## config.mk

```make
export PLATFORM = sky130hd
export DESIGN_NAME = pwdb_top
export DESIGN_NICKNAME = d
export VERILOG_FILES = /design/src/pwdb_pkg.sv /design/src/pwdb_top.sv
export SDC_FILE = /design/constraint.sdc
export NUM_CORES = 1
export LEC_CHECK = 0
export ABC_CLOCK_PERIOD_IN_PS = 6600
export BUFFER_PORTS_ARGS = -buffer_cell sky130_fd_sc_hd__buf_4
export CELL_PAD_IN_SITES_DETAIL_PLACEMENT = 1
export CELL_PAD_IN_SITES_GLOBAL_PLACEMENT = 1
export CORE_UTILIZATION = 30
export DETAILED_ROUTE_END_ITERATION = 8
export PLACE_DENSITY_LB_ADDON = 0.1
export SLEW_MARGIN = 40
export SYNTH_ARGS = -nofsm -noshare
export SYNTH_HDL_FRONTEND = slang
export SYNTH_SLANG_ARGS = --single-unit
```

## constraint.sdc

```tcl
create_clock -name sys_clk -period 6.6 [get_ports sys_clk]
set_input_delay 1.32 -clock sys_clk [delete_from_list [all_inputs] [get_ports sys_clk]]
set_output_delay 1.32 -clock sys_clk [all_outputs]
set_load 0.03 [all_outputs]
```

## src/pwdb_pkg.sv

```systemverilog
/*
 * Constants and carrier types for the PWM dead-band and output block.
 * Assumes a 32-bit AXI4-Lite register port with 12-bit byte addresses.
 */
package pwdb_pkg;

    localparam int NUM_GEN = 2;
    localparam int NUM_OUT = 4;
    localparam int CNT_W   = 16;
    localparam int DB_W    = 12;
    localparam int NUM_EV  = 4;

    // ************************************************************
    // Register offsets.
    // ************************************************************
    localparam logic [11:0] OFF_CTL     = 12'h000;
    localparam logic [11:0] OFF_SYNC    = 12'h004;
    localparam logic [11:0] OFF_ENABLE  = 12'h008;
    localparam logic [11:0] OFF_INVERT  = 12'h00C;
    localparam logic [11:0] OFF_FAULT   = 12'h010;
    localparam logic [11:0] OFF_INTEN   = 12'h014;
    localparam logic [11:0] OFF_RIS     = 12'h018;
    localparam logic [11:0] OFF_ISC     = 12'h01C;
    localparam logic [11:0] OFF_STATUS  = 12'h020;
    localparam logic [11:0] OFF_GEN0    = 12'h040;
    localparam logic [5:0]  G_CTL       = 6'h00;
    localparam logic [5:0]  G_INTEN     = 6'h04;
    localparam logic [5:0]  G_RIS       = 6'h08;
    localparam logic [5:0]  G_ISC       = 6'h0C;
    localparam logic [5:0]  G_LOAD      = 6'h10;
    localparam logic [5:0]  G_COUNT     = 6'h14;
    localparam logic [5:0]  G_CMPA      = 6'h18;
    localparam logic [5:0]  G_CMPB      = 6'h1C;
    localparam logic [5:0]  G_DBCTL     = 6'h28;
    localparam logic [5:0]  G_DBRISE    = 6'h2C;
    localparam logic [5:0]  G_DBFALL    = 6'h30;

    // ************************************************************
    // Field positions and reset values.
    // ************************************************************
    localparam int GCTL_RUN      = 0;
    localparam int GCTL_DBGRUN   = 1;
    localparam int GCTL_LOADSYNC = 2;
    localparam int GCTL_CMPSYNC  = 3;
    localparam int EV_ZERO       = 0;
    localparam int EV_LOAD       = 1;
    localparam int EV_CMPA       = 2;
    localparam int EV_CMPB       = 3;
    localparam int TRIG_POS      = 8;
    localparam int FAULT_POS     = 16;
    localparam logic [31:0] RESET_VAL = 32'h0000_0000;
    localparam logic [1:0]  RESP_OKAY   = 2'h0;
    localparam logic [1:0]  RESP_SLVERR = 2'h2;

    typedef struct packed {
        logic [3:0]       ctl;
        logic [3:0]       intSel;
        logic [3:0]       trigSel;
        logic [3:0]       ris;
        logic [CNT_W-1:0] loadShadow;
        logic [CNT_W-1:0] cmpAShadow;
        logic [CNT_W-1:0] cmpBShadow;
        logic             loadPend;
        logic             cmpPend;
        logic [CNT_W-1:0] periodValue;
        logic [CNT_W-1:0] compareFirst;
        logic [CNT_W-1:0] compareSecond;
        logic [CNT_W-1:0] count;
        logic             dbEn;
        logic [DB_W-1:0]  dbRise;
        logic [DB_W-1:0]  dbFall;
        logic [DB_W-1:0]  riseCnt;
        logic [DB_W-1:0]  fallCnt;
        logic             prevRaw;
        logic             dbFirst;
        logic             dbSecond;
        logic             adcTrig;
    } pwdb_gen_t;

endpackage : pwdb_pkg

```

## src/pwdb_top.sv

```systemverilog
/*
 * PWM back end: counters with shadowed load and compare values, dead-band
 * pairs, event selection for interrupts and ADC triggers, fault and debug
 * stall handling and the pin output stage, behind an AXI4-Lite slave.
 * Assumes the action core outside supplies the raw generator outputs and
 * that fault and debug halt are synchronous to sys_clk.
 */
`timescale 1ns/1ns

// Notes on behaviour
// - Dead-band off passes both raw outputs.
// - Dead-band on uses first raw only.
// - First output delays rising edge only.
// - Second output inverted, rise delayed after fall.
// - Pair never high together with dead-band on.
// - Any event set raises generator interrupt.
// - Separate event set makes ADC trigger.
// - Events come from raw counter, not dead-band.
// - Counter reset clears chosen counters together.
// - Immediate update applies at counter zero.
// - Synchronous update waits for request, then zero.
// - Update mode chosen per load and compare.
// - Fault forces masked outputs inactive.
// - Fault can raise processor interrupt.
// - Debug stall halts at zero or runs.
// - Debug stall never raises interrupt.
// - One register enables all outputs.
// - Inversion applied last per output.
// - Zero and load pulses one cycle each.
// - Counter reset bit self-clears.
// - Update request cleared only by hardware.
module pwdb_top (
    // Clock, reset and enable.
    input  wire logic        sys_clk,
    input  wire logic        rst_n,
    input  wire logic        clkEn,
    // AXI4-Lite slave.
    input  wire logic [11:0] s_axi_awaddr,
    input  wire logic        s_axi_awvalid,
    output logic             s_axi_awready,
    input  wire logic [31:0] s_axi_wdata,
    input  wire logic [3:0]  s_axi_wstrb,
    input  wire logic        s_axi_wvalid,
    output logic             s_axi_wready,
    output logic [1:0]       s_axi_bresp,
    output logic             s_axi_bvalid,
    input  wire logic        s_axi_bready,
    input  wire logic [11:0] s_axi_araddr,
    input  wire logic        s_axi_arvalid,
    output logic             s_axi_arready,
    output logic [31:0]      s_axi_rdata,
    output logic [1:0]       s_axi_rresp,
    output logic             s_axi_rvalid,
    input  wire logic        s_axi_rready,
    // Raw generator outputs and external conditions.
    input  wire logic [1:0]  genFirstRawOut,
    input  wire logic [1:0]  genSecondRawOut,
    input  wire logic        faultIn,
    input  wire logic        dbgHalt,
    // Counter events to the action core.
    output logic [1:0]       evZero,
    output logic [1:0]       evLoad,
    output logic [1:0]       evCmpFirst,
    output logic [1:0]       evCmpSecond,
    // Pins, interrupts and triggers.
    output logic [3:0]       pwmPin,
    output logic [1:0]       genIntr,
    output logic             faultIntr,
    output logic [1:0]       adcTrig
);

    pwdb_pkg::pwdb_gen_t gen      [pwdb_pkg::NUM_GEN];
    pwdb_pkg::pwdb_gen_t next_gen [pwdb_pkg::NUM_GEN];

    logic [1:0]  updateRequest, next_updateRequest;
    logic [1:0]  counterReset, next_counterReset;
    logic [3:0]  outputEnableMask, next_outputEnableMask;
    logic [3:0]  invertMask, next_invertMask;
    logic [3:0]  faultMask, next_faultMask;
    logic        faultIntEn, next_faultIntEn;
    logic        faultRis, next_faultRis;
    logic [3:0]  pinReg, next_pinReg;

    logic [11:0] awAddr, next_awAddr;
    logic        awHeld, next_awHeld;
    logic [31:0] wData, next_wData;
    logic [3:0]  wStrb, next_wStrb;
    logic        wHeld, next_wHeld;
    logic        bValid, next_bValid;
    logic [1:0]  bResp, next_bResp;
    logic        rValid, next_rValid;
    logic [1:0]  rResp, next_rResp;
    logic [31:0] rData, next_rData;

    logic [1:0]  running;
    logic [3:0]  events [pwdb_pkg::NUM_GEN];
    logic        doWrite;
    logic        doRead;

    // ************************************************************
    // Bus handshakes.
    // ************************************************************
    assign s_axi_awready = clkEn && !awHeld && !bValid;
    assign s_axi_wready  = clkEn && !wHeld && !bValid;
    assign s_axi_arready = clkEn && !rValid;
    assign s_axi_bvalid  = bValid;
    assign s_axi_bresp   = bResp;
    assign s_axi_rvalid  = rValid;
    assign s_axi_rresp   = rResp;
    assign s_axi_rdata   = rData;
    assign doWrite       = awHeld && wHeld && !bValid;
    assign doRead        = s_axi_arvalid && s_axi_arready;

    function automatic logic [31:0] merge(input logic [31:0] old, input logic [31:0] dat,
                                          input logic [3:0] strb);
        logic [31:0] m;
        m = {{8{strb[3]}}, {8{strb[2]}}, {8{strb[1]}}, {8{strb[0]}}};
        return (old & ~m) | (dat & m);
    endfunction : merge

    function automatic logic isMapped(input logic [11:0] a);
        logic [5:0] r;
        r = a[5:0];
        if (a[11:8] == 4'h0 && (a[7:6] == 2'h1 || a[7:6] == 2'h2)) begin
            return r == pwdb_pkg::G_CTL || r == pwdb_pkg::G_INTEN || r == pwdb_pkg::G_RIS
                || r == pwdb_pkg::G_ISC || r == pwdb_pkg::G_LOAD || r == pwdb_pkg::G_COUNT
                || r == pwdb_pkg::G_CMPA || r == pwdb_pkg::G_CMPB || r == pwdb_pkg::G_DBCTL
                || r == pwdb_pkg::G_DBRISE || r == pwdb_pkg::G_DBFALL;
        end
        return a[1:0] == 2'h0 && a <= pwdb_pkg::OFF_STATUS;
    endfunction : isMapped

    // ************************************************************
    // Counter events.
    // ************************************************************
    always_comb begin
        for (int g = 0; g < pwdb_pkg::NUM_GEN; g++) begin
            running[g] = gen[g].ctl[pwdb_pkg::GCTL_RUN] && !(dbgHalt
                && !gen[g].ctl[pwdb_pkg::GCTL_DBGRUN] && gen[g].count == '0);
            events[g][pwdb_pkg::EV_ZERO] = running[g] && gen[g].count == '0;
            events[g][pwdb_pkg::EV_LOAD] = running[g] && gen[g].count == gen[g].periodValue;
            events[g][pwdb_pkg::EV_CMPA] = running[g] && gen[g].count == gen[g].compareFirst
                && gen[g].count != '0 && gen[g].count != gen[g].periodValue;
            events[g][pwdb_pkg::EV_CMPB] = running[g] && gen[g].count == gen[g].compareSecond
                && gen[g].count != '0 && gen[g].count != gen[g].periodValue;
            evZero[g]      = events[g][pwdb_pkg::EV_ZERO];
            evLoad[g]      = events[g][pwdb_pkg::EV_LOAD];
            evCmpFirst[g]  = events[g][pwdb_pkg::EV_CMPA];
            evCmpSecond[g] = events[g][pwdb_pkg::EV_CMPB];
            genIntr[g]     = |gen[g].ris;
            adcTrig[g]     = gen[g].adcTrig;
        end
    end

    assign faultIntr = faultRis && faultIntEn;
    assign pwmPin    = pinReg;

    // ************************************************************
    // Next state of generators, registers and bus.
    // ************************************************************
    always_comb begin : nextState
        logic [5:0]  rel;
        logic [31:0] md;
        logic [3:0]  rawOut;
        logic        raw;
        logic        zeroHit;
        logic        gsel;
        rel = awAddr[5:0];
        md = merge(pwdb_pkg::RESET_VAL, wData, wStrb);
        rawOut = '0;
        raw = 1'b0;
        zeroHit = 1'b0;
        gsel = 1'b0;
        next_gen = gen;
        next_updateRequest = updateRequest;
        next_outputEnableMask = outputEnableMask;
        next_invertMask = invertMask;
        next_faultMask = faultMask;
        next_faultIntEn = faultIntEn;
        next_counterReset = '0;
        // fault sets status, stall never does
        next_faultRis = faultRis || faultIn;

        for (int g = 0; g < pwdb_pkg::NUM_GEN; g++) begin
            zeroHit = events[g][pwdb_pkg::EV_ZERO];
            if (zeroHit && gen[g].loadPend
                && (!gen[g].ctl[pwdb_pkg::GCTL_LOADSYNC] || updateRequest[g])) begin
                next_gen[g].periodValue = gen[g].loadShadow;
                next_gen[g].loadPend = 1'b0;
            end
            if (zeroHit && gen[g].cmpPend
                && (!gen[g].ctl[pwdb_pkg::GCTL_CMPSYNC] || updateRequest[g])) begin
                next_gen[g].compareFirst = gen[g].cmpAShadow;
                next_gen[g].compareSecond = gen[g].cmpBShadow;
                next_gen[g].cmpPend = 1'b0;
            end
            if (zeroHit && updateRequest[g]) begin
                next_updateRequest[g] = 1'b0;
            end
            if (counterReset[g]) begin
                next_gen[g].count = '0;
            end else if (running[g]) begin
                next_gen[g].count = (gen[g].count == '0) ? next_gen[g].periodValue
                                                          : gen[g].count - 1'b1;
            end
            next_gen[g].ris = gen[g].ris | (events[g] & gen[g].intSel);
            next_gen[g].adcTrig = |(events[g] & gen[g].trigSel);

            raw = genFirstRawOut[g];
            next_gen[g].prevRaw = raw;
            if (raw && !gen[g].prevRaw) begin
                next_gen[g].riseCnt = gen[g].dbRise;
            end else if (gen[g].riseCnt != '0) begin
                next_gen[g].riseCnt = gen[g].riseCnt - 1'b1;
            end
            if (!raw && gen[g].prevRaw) begin
                next_gen[g].fallCnt = gen[g].dbFall;
            end else if (gen[g].fallCnt != '0) begin
                next_gen[g].fallCnt = gen[g].fallCnt - 1'b1;
            end
            if (gen[g].dbEn) begin
                next_gen[g].dbFirst = raw && next_gen[g].riseCnt == '0;
                next_gen[g].dbSecond = !raw && next_gen[g].fallCnt == '0;
            end else begin
                next_gen[g].dbFirst = raw;
                next_gen[g].dbSecond = genSecondRawOut[g];
            end
            rawOut[2*g] = gen[g].dbFirst;
            rawOut[2*g+1] = gen[g].dbSecond;
        end

        for (int i = 0; i < pwdb_pkg::NUM_OUT; i++) begin
            next_pinReg[i] = (rawOut[i] && outputEnableMask[i] && !(faultIn && faultMask[i]))
                             ^ invertMask[i];
        end

        next_awAddr = awAddr;
        next_awHeld = awHeld;
        next_wData = wData;
        next_wStrb = wStrb;
        next_wHeld = wHeld;
        next_bValid = bValid && !s_axi_bready;
        next_bResp = bResp;
        if (s_axi_awvalid && s_axi_awready) begin
            next_awAddr = s_axi_awaddr;
            next_awHeld = 1'b1;
        end
        if (s_axi_wvalid && s_axi_wready) begin
            next_wData = s_axi_wdata;
            next_wStrb = s_axi_wstrb;
            next_wHeld = 1'b1;
        end

        if (doWrite) begin
            next_awHeld = 1'b0;
            next_wHeld = 1'b0;
            next_bValid = 1'b1;
            next_bResp = isMapped(awAddr) ? pwdb_pkg::RESP_OKAY : pwdb_pkg::RESP_SLVERR;
            case (awAddr)
                pwdb_pkg::OFF_CTL: next_updateRequest = next_updateRequest | md[1:0];
                pwdb_pkg::OFF_SYNC: next_counterReset = md[1:0];
                pwdb_pkg::OFF_ENABLE: next_outputEnableMask = md[3:0];
                pwdb_pkg::OFF_INVERT: next_invertMask = md[3:0];
                pwdb_pkg::OFF_FAULT: next_faultMask = md[3:0];
                pwdb_pkg::OFF_INTEN: next_faultIntEn = md[pwdb_pkg::FAULT_POS];
                pwdb_pkg::OFF_ISC: begin
                    next_faultRis = faultIn || (faultRis && !md[pwdb_pkg::FAULT_POS]);
                end
                default: begin
                end
            endcase
            if (awAddr[11:8] == 4'h0 && (awAddr[7:6] == 2'h1 || awAddr[7:6] == 2'h2)) begin
                gsel = awAddr[7];
                case (rel)
                    pwdb_pkg::G_CTL: next_gen[gsel].ctl = md[3:0];
                    pwdb_pkg::G_INTEN: begin
                        next_gen[gsel].intSel = md[3:0];
                        next_gen[gsel].trigSel = md[pwdb_pkg::TRIG_POS +: 4];
                    end
                    pwdb_pkg::G_ISC: begin
                        next_gen[gsel].ris = (gen[gsel].ris & ~md[3:0])
                                           | (events[gsel] & gen[gsel].intSel);
                    end
                    pwdb_pkg::G_LOAD: begin
                        next_gen[gsel].loadShadow = md[pwdb_pkg::CNT_W-1:0];
                        next_gen[gsel].loadPend = 1'b1;
                    end
                    pwdb_pkg::G_CMPA: begin
                        next_gen[gsel].cmpAShadow = md[pwdb_pkg::CNT_W-1:0];
                        next_gen[gsel].cmpPend = 1'b1;
                    end
                    pwdb_pkg::G_CMPB: begin
                        next_gen[gsel].cmpBShadow = md[pwdb_pkg::CNT_W-1:0];
                        next_gen[gsel].cmpPend = 1'b1;
                    end
                    pwdb_pkg::G_DBCTL: next_gen[gsel].dbEn = md[0];
                    pwdb_pkg::G_DBRISE: next_gen[gsel].dbRise = md[pwdb_pkg::DB_W-1:0];
                    pwdb_pkg::G_DBFALL: next_gen[gsel].dbFall = md[pwdb_pkg::DB_W-1:0];
                    default: begin
                    end
                endcase
            end
        end
    end : nextState

    // ************************************************************
    // Read data.
    // ************************************************************
    always_comb begin : readNext
        logic [5:0]          r;
        pwdb_pkg::pwdb_gen_t s;
        r = s_axi_araddr[5:0];
        s = gen[s_axi_araddr[7]];
        next_rValid = rValid && !s_axi_rready;
        next_rResp = rResp;
        next_rData = rData;
        if (doRead) begin
            next_rValid = 1'b1;
            next_rResp = isMapped(s_axi_araddr) ? pwdb_pkg::RESP_OKAY : pwdb_pkg::RESP_SLVERR;
            next_rData = pwdb_pkg::RESET_VAL;
            case (s_axi_araddr)
                pwdb_pkg::OFF_CTL: next_rData[1:0] = updateRequest;
                pwdb_pkg::OFF_SYNC: next_rData[1:0] = counterReset;
                pwdb_pkg::OFF_ENABLE: next_rData[3:0] = outputEnableMask;
                pwdb_pkg::OFF_INVERT: next_rData[3:0] = invertMask;
                pwdb_pkg::OFF_FAULT: next_rData[3:0] = faultMask;
                pwdb_pkg::OFF_INTEN: next_rData[pwdb_pkg::FAULT_POS] = faultIntEn;
                pwdb_pkg::OFF_RIS: begin
                    next_rData[1:0] = genIntr;
                    next_rData[pwdb_pkg::FAULT_POS] = faultRis;
                end
                pwdb_pkg::OFF_ISC: begin
                    next_rData[1:0] = genIntr;
                    next_rData[pwdb_pkg::FAULT_POS] = faultIntr;
                end
                pwdb_pkg::OFF_STATUS: next_rData[0] = faultIn;
                default: begin
                end
            endcase
            if (s_axi_araddr[11:8] == 4'h0
                && (s_axi_araddr[7:6] == 2'h1 || s_axi_araddr[7:6] == 2'h2)) begin
                case (r)
                    pwdb_pkg::G_CTL: next_rData[3:0] = s.ctl;
                    pwdb_pkg::G_INTEN: begin
                        next_rData[3:0] = s.intSel;
                        next_rData[pwdb_pkg::TRIG_POS +: 4] = s.trigSel;
                    end
                    pwdb_pkg::G_RIS: next_rData[3:0] = s.ris;
                    pwdb_pkg::G_ISC: next_rData[3:0] = s.ris;
                    pwdb_pkg::G_LOAD: next_rData[pwdb_pkg::CNT_W-1:0] = s.loadShadow;
                    pwdb_pkg::G_COUNT: next_rData[pwdb_pkg::CNT_W-1:0] = s.count;
                    pwdb_pkg::G_CMPA: next_rData[pwdb_pkg::CNT_W-1:0] = s.cmpAShadow;
                    pwdb_pkg::G_CMPB: next_rData[pwdb_pkg::CNT_W-1:0] = s.cmpBShadow;
                    pwdb_pkg::G_DBCTL: next_rData[0] = s.dbEn;
                    pwdb_pkg::G_DBRISE: next_rData[pwdb_pkg::DB_W-1:0] = s.dbRise;
                    pwdb_pkg::G_DBFALL: next_rData[pwdb_pkg::DB_W-1:0] = s.dbFall;
                    default: begin
                    end
                endcase
            end
        end
    end : readNext

    // ************************************************************
    // State registers.
    // ************************************************************
    always_ff @(posedge sys_clk) begin
        if (!rst_n) begin
            for (int g = 0; g < pwdb_pkg::NUM_GEN; g++) begin
                gen[g] <= '0;
            end
            updateRequest <= '0;
            counterReset <= '0;
            outputEnableMask <= '0;
            invertMask <= '0;
            faultMask <= '0;
            faultIntEn <= 1'b0;
            faultRis <= 1'b0;
            pinReg <= '0;
            awAddr <= '0;
            awHeld <= 1'b0;
            wData <= '0;
            wStrb <= '0;
            wHeld <= 1'b0;
            bValid <= 1'b0;
            bResp <= '0;
            rValid <= 1'b0;
            rResp <= '0;
            rData <= '0;
        end else if (clkEn) begin
            gen <= next_gen;
            updateRequest <= next_updateRequest;
            counterReset <= next_counterReset;
            outputEnableMask <= next_outputEnableMask;
            invertMask <= next_invertMask;
            faultMask <= next_faultMask;
            faultIntEn <= next_faultIntEn;
            faultRis <= next_faultRis;
            pinReg <= next_pinReg;
            awAddr <= next_awAddr;
            awHeld <= next_awHeld;
            wData <= next_wData;
            wStrb <= next_wStrb;
            wHeld <= next_wHeld;
            bValid <= next_bValid;
            bResp <= next_bResp;
            rValid <= next_rValid;
            rResp <= next_rResp;
            rData <= next_rData;
        end
    end

endmodule : pwdb_top
```

==> flow_metrics.tcl, run 1 <==
set metrics [dict create \
    slew_headroom_pct 38.7 \
    power.density_nw_per_um2 264 \
    ys_types 84 \
    synth-edff-count 0 \
    critPathRequiredTime_ns 5.28 \
    fmax_mhz 198 \
    post_drt_wl_per_cell_um 27.1 \
    yosysSeqAreaShare_pct 38.6 \
    maxCapViolCount 0 \
    drive_above_1_share_pct 11.8 \
    yosysWarnings 0 \
    grt_usage_pct 27.0 \
    cp.arrival_ns 3.72 \
    p_switching_mw 2.06 \
    grt.overflow.total 0 \
    async_reset_ff_share_pct 0 \
    cp_max_fo 14 \
    dieArea_sq_um 77600 \
    rsz0062_at_grt "false" \
    grt_pass1_vias 22800 \
    min_path_cells 2 \
    synth_common_cells "nand2_1 (490), dfxtp_1 (443), a21oi_1 (270)" \
    cts_setup_buffers 0 \
    avgSynthCellArea_sq_um 7.83 \
    fin_area_sq_um 26400 \
    numPortBuffers 98 \
    cp_cell_sequence "inv_1 -> ha_1 -> nor4b_1 -> nand4_1 -> o21a_1 -> and2_1 -> buf_4" \
    grt_first_pass_wirelength_mm 157 \
    synth_ff_type "dfxtp_1" \
    post-dp-hpwl_mm 77.4 \
    worst-setup-path-type "reg -> out" \
    p_leak_nw 9.85 \
    place_congestion 0.900 \
    cts.clk_slew.worst_paths_ns 0.06 \
    synth_cells 2929 \
    netlist_top_cells_area "dfxtp_1 (39%), nand2_1 (8.0%), a21oi_1 (5.9%)" \
    setup_viol 0 \
    crit_path_end_kind "primary output" \
    antenna_found_initial 6 \
    synth_top_area_share_pct 38.6 \
    cpMaxStageDelayCell "nand4_1" \
    viasPerCell 5.87 \
    fillers 8962 \
    cts_sinks 443 \
    dr.pass1.iters 6 \
    total_power_mw 6.96 \
    htree_levels 2 \
    intPower_mw 4.90 \
    cts_resized 0 \
    num_vias 23000 \
    r2r_setup_slack_ns 2.78 \
    r2r_cells 9 \
    die_x_um 279 \
    critPathMaxStageDelay_ns 0.63 \
    layout.nets 2996 \
    drc_errors 0 \
    skew_ns 0.0241 \
    syn_area_sq_um 22900 \
    clockBufferDepth 3 \
    area_growth_pct 15.1 \
    yosysTopAreaCell "dfxtp_1" \
    r2r_start "awAddr[7]" \
    cts_buffers 54 \
    fp.coreArea_sq_um 75800 \
    post-route-period-util_pct 76.4 \
    holdBufCountCts 0 \
    rows 101 \
    dieHeight_um 279 \
    tns_ns 0 \
    switching_share_pct 29.6 \
    p_comb_share_pct 15.9 \
    drv_slew 0 \
    n_antenna_cell 0 \
    grt_max_degree 106 \
    place_area_sq_um 24600 \
    cp_top_family "simple AND/OR/NAND/NOR gates" \
    period_minus_slack_ns 5.04 \
    peakVddDrop_uv 184 \
    routed_wl_mm 106 \
    min_path_type "reg -> reg" \
    io_pins 132 \
    synth_most_common_cell "nand2_1" \
    cp_num_buf_inv 2 \
    seq_power_share_pct 40.9 \
    hold_violations 0 \
    initial_core_util_pct 30.3 \
    r2r_end "gen[354]" \
    status "complete, no violations" \
    worst_slew_pin_slew_ns 0.920 \
    dr.first_iter.drc_count 2249 \
    hold_end "gen[272]" \
    power.share.clock_pct 43.1 \
    root_buffer "clkbuf_16" \
    detail-route-antenna-nets 0 \
    cp-start-kind "register" \
    clk_latency_ns 0.62 \
    hold_start "gen[322]" \
    cts_tree "done" \
    ys_ff_latch 443 \
]
==> metrics by stage <==
stage | utilization (%) | std cells | setup WS (ns) | hold slack, ns
floorplan | - | 2945 | 2.59 | 0.432
global placement | 32.2 | 3828 | 2.22 | 0.445
detailed placement | 32.5 | 3833 | 2.20 | 0.451
CTS | 34.8 | 3925 | 1.52 | 0.460
global route | 34.8 | 3926 | 1.27 | 0.479
finish | 34.8 | 3926 | 1.56 | 0.455
==> logic make-up after synthesis <==
| group | synth area share [%] |
|---|---|
| AND/OR/NAND/NOR | 23.2 |
| AO/OA/AOI/OAI | 22.4 |
| flip-flops | 38.6 |
| buffers and inverters | 5.03 |
| multiplexers | 6.08 |
| XOR/XNOR | 4.08 |
| adder cells (fa/ha/maj) | 0.545 |
| other | 0.0163 |
==> layer usage <==
metal	track usage, %	share of wire (%)	up-vias
li1	-	-	10500
met1	38.2	47	11600
met2	42.2	44	756
met3	4.38	6.1	140
met4	7.14	2.5	0
met5	0	0	-
==> cells in the final DEF (no fill, tap or decap), types with 34 or more instances in the layout <==
cell type	netlist	layout
mux2i_1	117	117
a22oi_1	63	63
nor2_1	255	248
buf_4	23	150
clkbuf_16	0	55
a21oi_1	270	269
nor4_1	42	37
nand4_1	39	39
nand3_1	94	93
nor3_1	49	41
inv_1	36	34
nand2_1	490	488
xor2_1	67	67
dfxtp_1	443	442
xnor2_1	40	40
o21ai_0	183	183
==> worst reg2reg max path, cell delays in order (launching register included) <==
cell	delay (ns)
dfxtp_2	0.33
inv_1	0.05
buf_4	0.43
ha_1	0.32
inv_1	0.12
nor4_2	0.56
nand3_1	0.62
or3_1	0.78
nor2_1	0.33
o221a_2	0.24
==> area by class of cell <==
| class | instances | area [sq um] | area share [%] |
|---|---|---|---|
| Clock inverter | 19 | 211 | 0.801 |
| Timing Repair Buffer | 157 | 1240 | 4.69 |
| Multi-Input combinational cell | 2220 | 13200 | 50.0 |
| Sequential cell | 443 | 8870 | 33.6 |
| Tap cell | 978 | 1220 | 4.63 |
| Inverter | 36 | 143 | 0.540 |
| Clock buffer | 73 | 1520 | 5.77 |
==> sequential cells by signal (all words and copies together) (netlist names), 2 cells and up <==
signal / flops
invertMask: 4
wStrb: 3
faultMask: 4
pwmPin: 4
wData: 17
gen: 364
adcTrig: 2
s_axi_rdata: 17
updateRequest: 2
outputEnableMask: 4
counterReset: 2
awAddr: 12
==> power groups by stage <==
stage          Clock (mW)  Sequential (mW)  Combinational, mW
4_1_cts              3.07             2.85               1.10
5_1_grt              3.19             2.86               1.22
6_report             3.00             2.85               1.11
2_1_floorplan           0             2.87              0.789
3_5_place_dp            0             2.91               1.09
3_3_place_gp            0             2.90               1.06
==> worst max path at each step <==
| stage | startpoint | endpoint | slack (ns) | cells after the start |
|---|---|---|---|---|
| 5_1_grt | gen[236] | evLoad[0] | 1.27 | 7 |
| 6_report | gen[236] | evLoad[0] | 1.56 | 7 |
| 3_5_place_dp | gen[236] | evLoad[0] | 2.20 | 7 |
| 4_1_cts | gen[236] | evLoad[0] | 1.52 | 7 |
| 2_1_floorplan | gen[236] | evCmpFirst[0] | 2.59 | 8 |
| 3_3_place_gp | s_axi_araddr[3] | s_axi_rdata[6] | 2.22 | 7 |
(Power assumes the default switching activity.)
==> run 2: changes to the inputs <==
ABC_AREA = 1   (was unset)
ABC_CLOCK_PERIOD_IN_PS = 4800   (was 6600)
clock period = 4.8 ns   (was 6.6 ns; I/O delays follow)
==> run 2 against run 1 <==
Critical path type unchanged. Clock skew is 0.0097 ns lower. Sequential power is 40% higher. Global-route usage is 0.51 points lower. Critical path depth is 4 higher.
==> flow_metrics.tcl, run 2 <==
set metrics [dict create \
    status "complete, no violations" \
    synth_common_cells "nand2_1 (1002), a21oi_1 (510), nor2_1 (483)" \
    peakVddDrop_uv 268 \
    critPathRequiredTime_ns 3.84 \
    yosysTopAreaCell "dfxtp_1" \
    grt_max_degree 127 \
    initial_core_util_pct 30.3 \
    cp.arrival_ns 3.24 \
    holdBufCountCts 0 \
    p_comb_share_pct 25.0 \
    crit_path_end_kind "primary output" \
    antenna_found_initial 3 \
    r2r_start "awAddr[0]" \
    avgSynthCellArea_sq_um 6.36 \
    post-dp-hpwl_mm 88.0 \
    fp.coreArea_sq_um 86800 \
    n_antenna_cell 0 \
    critPathLaunch "gen[54]" \
    die_x_um 298 \
    tns_ns 0 \
    htree_levels 2 \
    cts_tree "done" \
    p_leak_nw 11.4 \
    min_path_type "reg -> reg" \
    post-route-period-util_pct 87.5 \
    num_vias 28000 \
    slew_headroom_pct 41.9 \
    cp_max_fo 7 \
    clockBufferDepth 3 \
    place_congestion 0.918 \
    numPortBuffers 98 \
    grt.overflow.total 0 \
    p_switching_mw 3.94 \
    fillers 11100 \
    r2r_setup_slack_ns 1.25 \
    cts_resized 0 \
    skew_ns 0.0143 \
    layout_commonest_cell "nand2_1" \
    mostFrequentLayoutCells "nand2_1 (1002), a21oi_1 (510), nor2_1 (480), dfxtp_1 (442), inv_1 (406)" \
    intPower_mw 7.48 \
    grt_first_pass_wirelength_mm 179 \
    largest_reg_flops 364 \
    cts_setup_buffers 0 \
    seq_power_share_pct 35.0 \
    dieArea_sq_um 88800 \
    maxCapViolCount 0 \
    worst_slew_pin_slew_ns 0.872 \
    synth_cells 4131 \
    total_power_mw 11.4 \
    syn_area_sq_um 26300 \
    hold_start "gen[217]" \
    ys_ff_latch 443 \
    cts.clk_slew.worst_paths_ns 0.06 \
    yosysSeqAreaShare_pct 33.7 \
    drv_slew 0 \
    hold_violations 0 \
    async_reset_ff_share_pct 0 \
    synth_top_area_share_pct 33.7 \
    netlist_top_cells_area "dfxtp_1 (34%), nand2_1 (14%), a21oi_1 (9.7%)" \
    dieHeight_um 298 \
    yosysWarnings 0 \
    root_buffer "clkbuf_16" \
    grt_pass1_vias 27200 \
    cp-start-kind "register" \
    cts_sinks 443 \
    synth_most_common_cell "nand2_1" \
    worst-setup-path-type "reg -> out" \
    clk_latency_ns 0.64 \
    layout.nets 4192 \
    drive_above_1_share_pct 7.85 \
    synth-edff-count 0 \
    grt_usage_pct 26.5 \
    dr.pass1.iters 6 \
    detail-route-antenna-nets 0 \
    largest-register "gen" \
    rows 108 \
    rsz0062_at_grt "false" \
    area_growth_pct 14.0 \
    cts_buffers 58 \
    switching_share_pct 34.5 \
    synth_ff_type "dfxtp_1" \
    fmax_mhz 238 \
    finalCoreUtilization_pct 34.5 \
    power.density_nw_per_um2 381 \
    routed_wl_mm 120 \
    setup_viol 0 \
    viasPerCell 5.27 \
    ys_types 55 \
    io_pins 132 \
    drc_errors 0 \
    power.share.clock_pct 40.0 \
    post_drt_wl_per_cell_um 22.7 \
    period_minus_slack_ns 4.20 \
    dr.first_iter.drc_count 1971 \
]
run 2: per-layer routing:
layer | track usage [%] | vias to the layer above | routed length (um) | share of wire (%)
met3 | 3.41 | 156 | 6230 | 5.2
met1 | 38.1 | 13600 | 58500 | 49
li1 | - | 13500 | - | -
met4 | 8.13 | 0 | 3830 | 3.2
met2 | 40.7 | 708 | 51600 | 43
met5 | 0 | - | 0 | 0
run 2: path summary, 6_finish.rpt:
check | end | cells after the start
setup / recovery | evZero[1] | 11
hold / removal | gen[217] | 2
setup reg to reg | gen[141] | 16
hold reg to reg | gen[217] | 2
run 2: final cells by class:
type	instances	area, sq um	share of cell area [%]
clock buffer	90	1790	5.96
clock inverter	13	165	0.551
inverter	427	1630	5.43
multi-input combinational	3010	14700	49.1
sequential	443	8870	29.6
tap	1155	1450	4.82
timing repair buffer	168	1360	4.54
run 2: cells by family (layout without fill, tap and decap cells):
family / count (synthesis) / after routing / share of synthesized area [%]
flops: 443 / 443 / 33.7
mux: 1 / 1 / 0.0428
simple gates: 1863 / 1863 / 29.6
other cells: 1 / 17 / 0.0143
compound gates: 1030 / 1030 / 22.5
xor+xnor: 89 / 89 / 2.97
fa+ha+maj: 10 / 10 / 0.476
buf+inv: 694 / 698 / 10.7
run 2: stage by stage:
stage | std cells | area, sq um | hold slack (ns) | setup slack (ns)
finish | 5306 | 30000 | 0.460 | 0.600
global route | 5306 | 30000 | 0.480 | 0.433
CTS | 5306 | 29900 | 0.464 | 0.603
detailed placement | 5203 | 28000 | 0.455 | 1.10
global placement | 5202 | 28000 | 0.448 | 1.07
floorplan | 4147 | 26300 | 0.440 | 1.19
run 2: power by group through the flow:
stage / Combinational (mW) / Sequential, mW / Clock (mW)
detailed placement: 2.86 / 4.08 / 0
global placement: 2.83 / 4.08 / 0
CTS: 2.88 / 4.00 / 4.65
global route: 3.27 / 4.02 / 4.80
floorplan: 2.09 / 4.03 / 0
finish: 2.85 / 4.00 / 4.56
run 2: critical path, cell delays in order, from the launching register on:
cell and delay [ns]:
dfxtp_1 0.39, inv_1 0.23, ha_1 0.23, nand3_1 0.15, nor3_1 0.57, nand3_1 0.23
nor2_1 0.14, buf_4 0.15, inv_1 0.04, nor2_1 0.11, buf_4 0.18, buf_4 0.17
==> run 3: changes to the inputs <==
CELL_PAD_IN_SITES_DETAIL_PLACEMENT = unset   (was 1)
CELL_PAD_IN_SITES_GLOBAL_PLACEMENT = unset   (was 1)
CTS_CLUSTER_SIZE = 14   (was unset)
PLACE_DENSITY_LB_ADDON = unset   (was 0.1)
==> run 3 against run 2 <==
Combinational power decreased by 5%. Cell area is 1.0% lower. Count of clock-buffer cells in the layout fell by 23. Critical endpoint is now evCmpSecond[0].
==> flow_metrics.tcl, run 3 (synthesis gave the netlist of run 2 again) <==
set metrics [dict create \
    skew_ns 0.0460 \
    power.density_nw_per_um2 372 \
    grt_usage_pct 22.3 \
    dieArea_sq_um 88800 \
    fin_area_sq_um 29700 \
    dieHeight_um 298 \
    layout_commonest_cell "nand2_1" \
    largest_reg_flops 364 \
    critPathRequiredTime_ns 3.84 \
    critPathMaxStageDelay_ns 0.66 \
    p_switching_mw 3.73 \
    min_path_type "reg -> reg" \
    htree_levels 2 \
    cts_tree "done" \
    cts_resized 0 \
    largest-register "gen" \
    hold_ws_ns 0.461 \
    drc_errors 0 \
    cts_setup_buffers 0 \
    setup_ws_ns 0.607 \
    cts.clk_slew.worst_paths_ns 0.06 \
    seq_power_share_pct 36.2 \
    crit_path_end_kind "primary output" \
    cp_max_fo 18 \
    layout.nets 4166 \
    viasPerCell 5.30 \
    rsz0062_at_grt "false" \
    cp.arrival_ns 3.23 \
    numPortBuffers 98 \
    power.share.clock_pct 39.2 \
    fp.coreArea_sq_um 86800 \
    maxCapViolCount 0 \
    slew_headroom_pct 42.6 \
    dr.first_iter.drc_count 2948 \
    clockBufferDepth 3 \
    dr.pass1.iters 6 \
    grt_first_pass_wirelength_mm 154 \
    cts_buffers 51 \
    n_antenna_cell 0 \
    mostFrequentLayoutCells "nand2_1 (1002), a21oi_1 (509), nor2_1 (481), dfxtp_1 (442), inv_1 (405)" \
    initial_core_util_pct 30.3 \
    hold_violations 0 \
    period_minus_slack_ns 4.19 \
    dp_slack_ns 1.15 \
    die_x_um 298 \
    intPower_mw 7.30 \
    antenna_found_initial 1 \
    place_area_sq_um 27800 \
    io_pins 132 \
    area_growth_pct 12.8 \
    grt.overflow.total 0 \
    clk_latency_ns 0.65 \
    fmax_mhz 238 \
    routed_wl_mm 103 \
    holdBufCountCts 0 \
    cp_cell_sequence "inv_1 -> ha_1 -> nand2_1 -> nor2_2 -> nand4_1 -> nand2_2 -> inv_2 -> nand2_1 -> nor2_1 -> buf_4 -> buf_4" \
    num_vias 28000 \
    grt_max_degree 147 \
    cts_sinks 443 \
    worst_slew_pin_slew_ns 0.861 \
    cpMaxStageDelayCell "dfxtp_1" \
    worst-setup-path-type "reg -> out" \
    p_leak_nw 11.3 \
    total_power_mw 11.0 \
    peakVddDrop_uv 229 \
    place_congestion 0.989 \
    finalCoreUtilization_pct 34.2 \
    switching_share_pct 33.8 \
    place_inst 5184 \
    setup_viol 0 \
    status "complete, no violations" \
    drv_slew 0 \
    rows 108 \
    cp_top_family "buffers and inverters" \
    post_drt_wl_per_cell_um 19.4 \
    post-route-period-util_pct 87.4 \
    root_buffer "clkbuf_16" \
    grt_pass1_vias 24800 \
    p_comb_share_pct 24.7 \
    cp-start-kind "register" \
    detail-route-antenna-nets 0 \
    post-dp-hpwl_mm 72.6 \
    drive_above_1_share_pct 7.49 \
    tns_ns 0 \
    cp_num_buf_inv 4 \
    final_cells 5280 \
]
[run 3: final timing paths]
kind,start,to,slack (ns),cells after the start
setup / recovery,gen[236],evCmpSecond[0],0.61,11
hold / removal,gen[29],gen[29],0.46,2
setup reg to reg,gen[53],gen[57],1.29,13
hold reg to reg,gen[29],gen[29],0.46,2
[run 3: power groups by stage]
stage,combinational (mW),sequential [mW],clock [mW]
after CTS,2.70,3.99,4.37
after floorplan,2.09,4.03,0
after global routing,3.11,4.01,4.51
after global placement,2.68,4.06,0
after detailed placement,2.68,4.07,0
final,2.72,3.99,4.32
[run 3: metal layers]
| layer | global-route usage, % | vias up | share of wire [%] |
|---|---|---|---|
| li1 | - | 13500 | - |
| met4 | 11.6 | 0 | 5.8 |
| met2 | 33.2 | 1283 | 42 |
| met1 | 30.6 | 12900 | 43 |
| met3 | 4.06 | 254 | 8.8 |
| met5 | 0 | - | 0 |
[run 3: worst reg2reg max path: stages, from the launching register on]
cell	delay [ns]
dfxtp_1	0.38
inv_1	0.28
ha_1	0.22
nand3_1	0.13
nor2_2	0.21
nand3_1	0.14
nor2_4	0.23
nand3_1	0.32
nor2_2	0.64
inv_1	0.30
a21boi_0	0.31
nand2_1	0.08
nand2_1	0.07
a21oi_1	0.06
[run 3: final cells by class]
type                            instances  area (sq um)
Fill cell                            9546         57100
Multi-Input combinational cell       3010         14700
Sequential cell                       443          8870
Inverter                              427          1620
Clock buffer                           67          1460
Tap cell                             1155          1450
Timing Repair Buffer                  149          1190
Clock inverter                         29           369
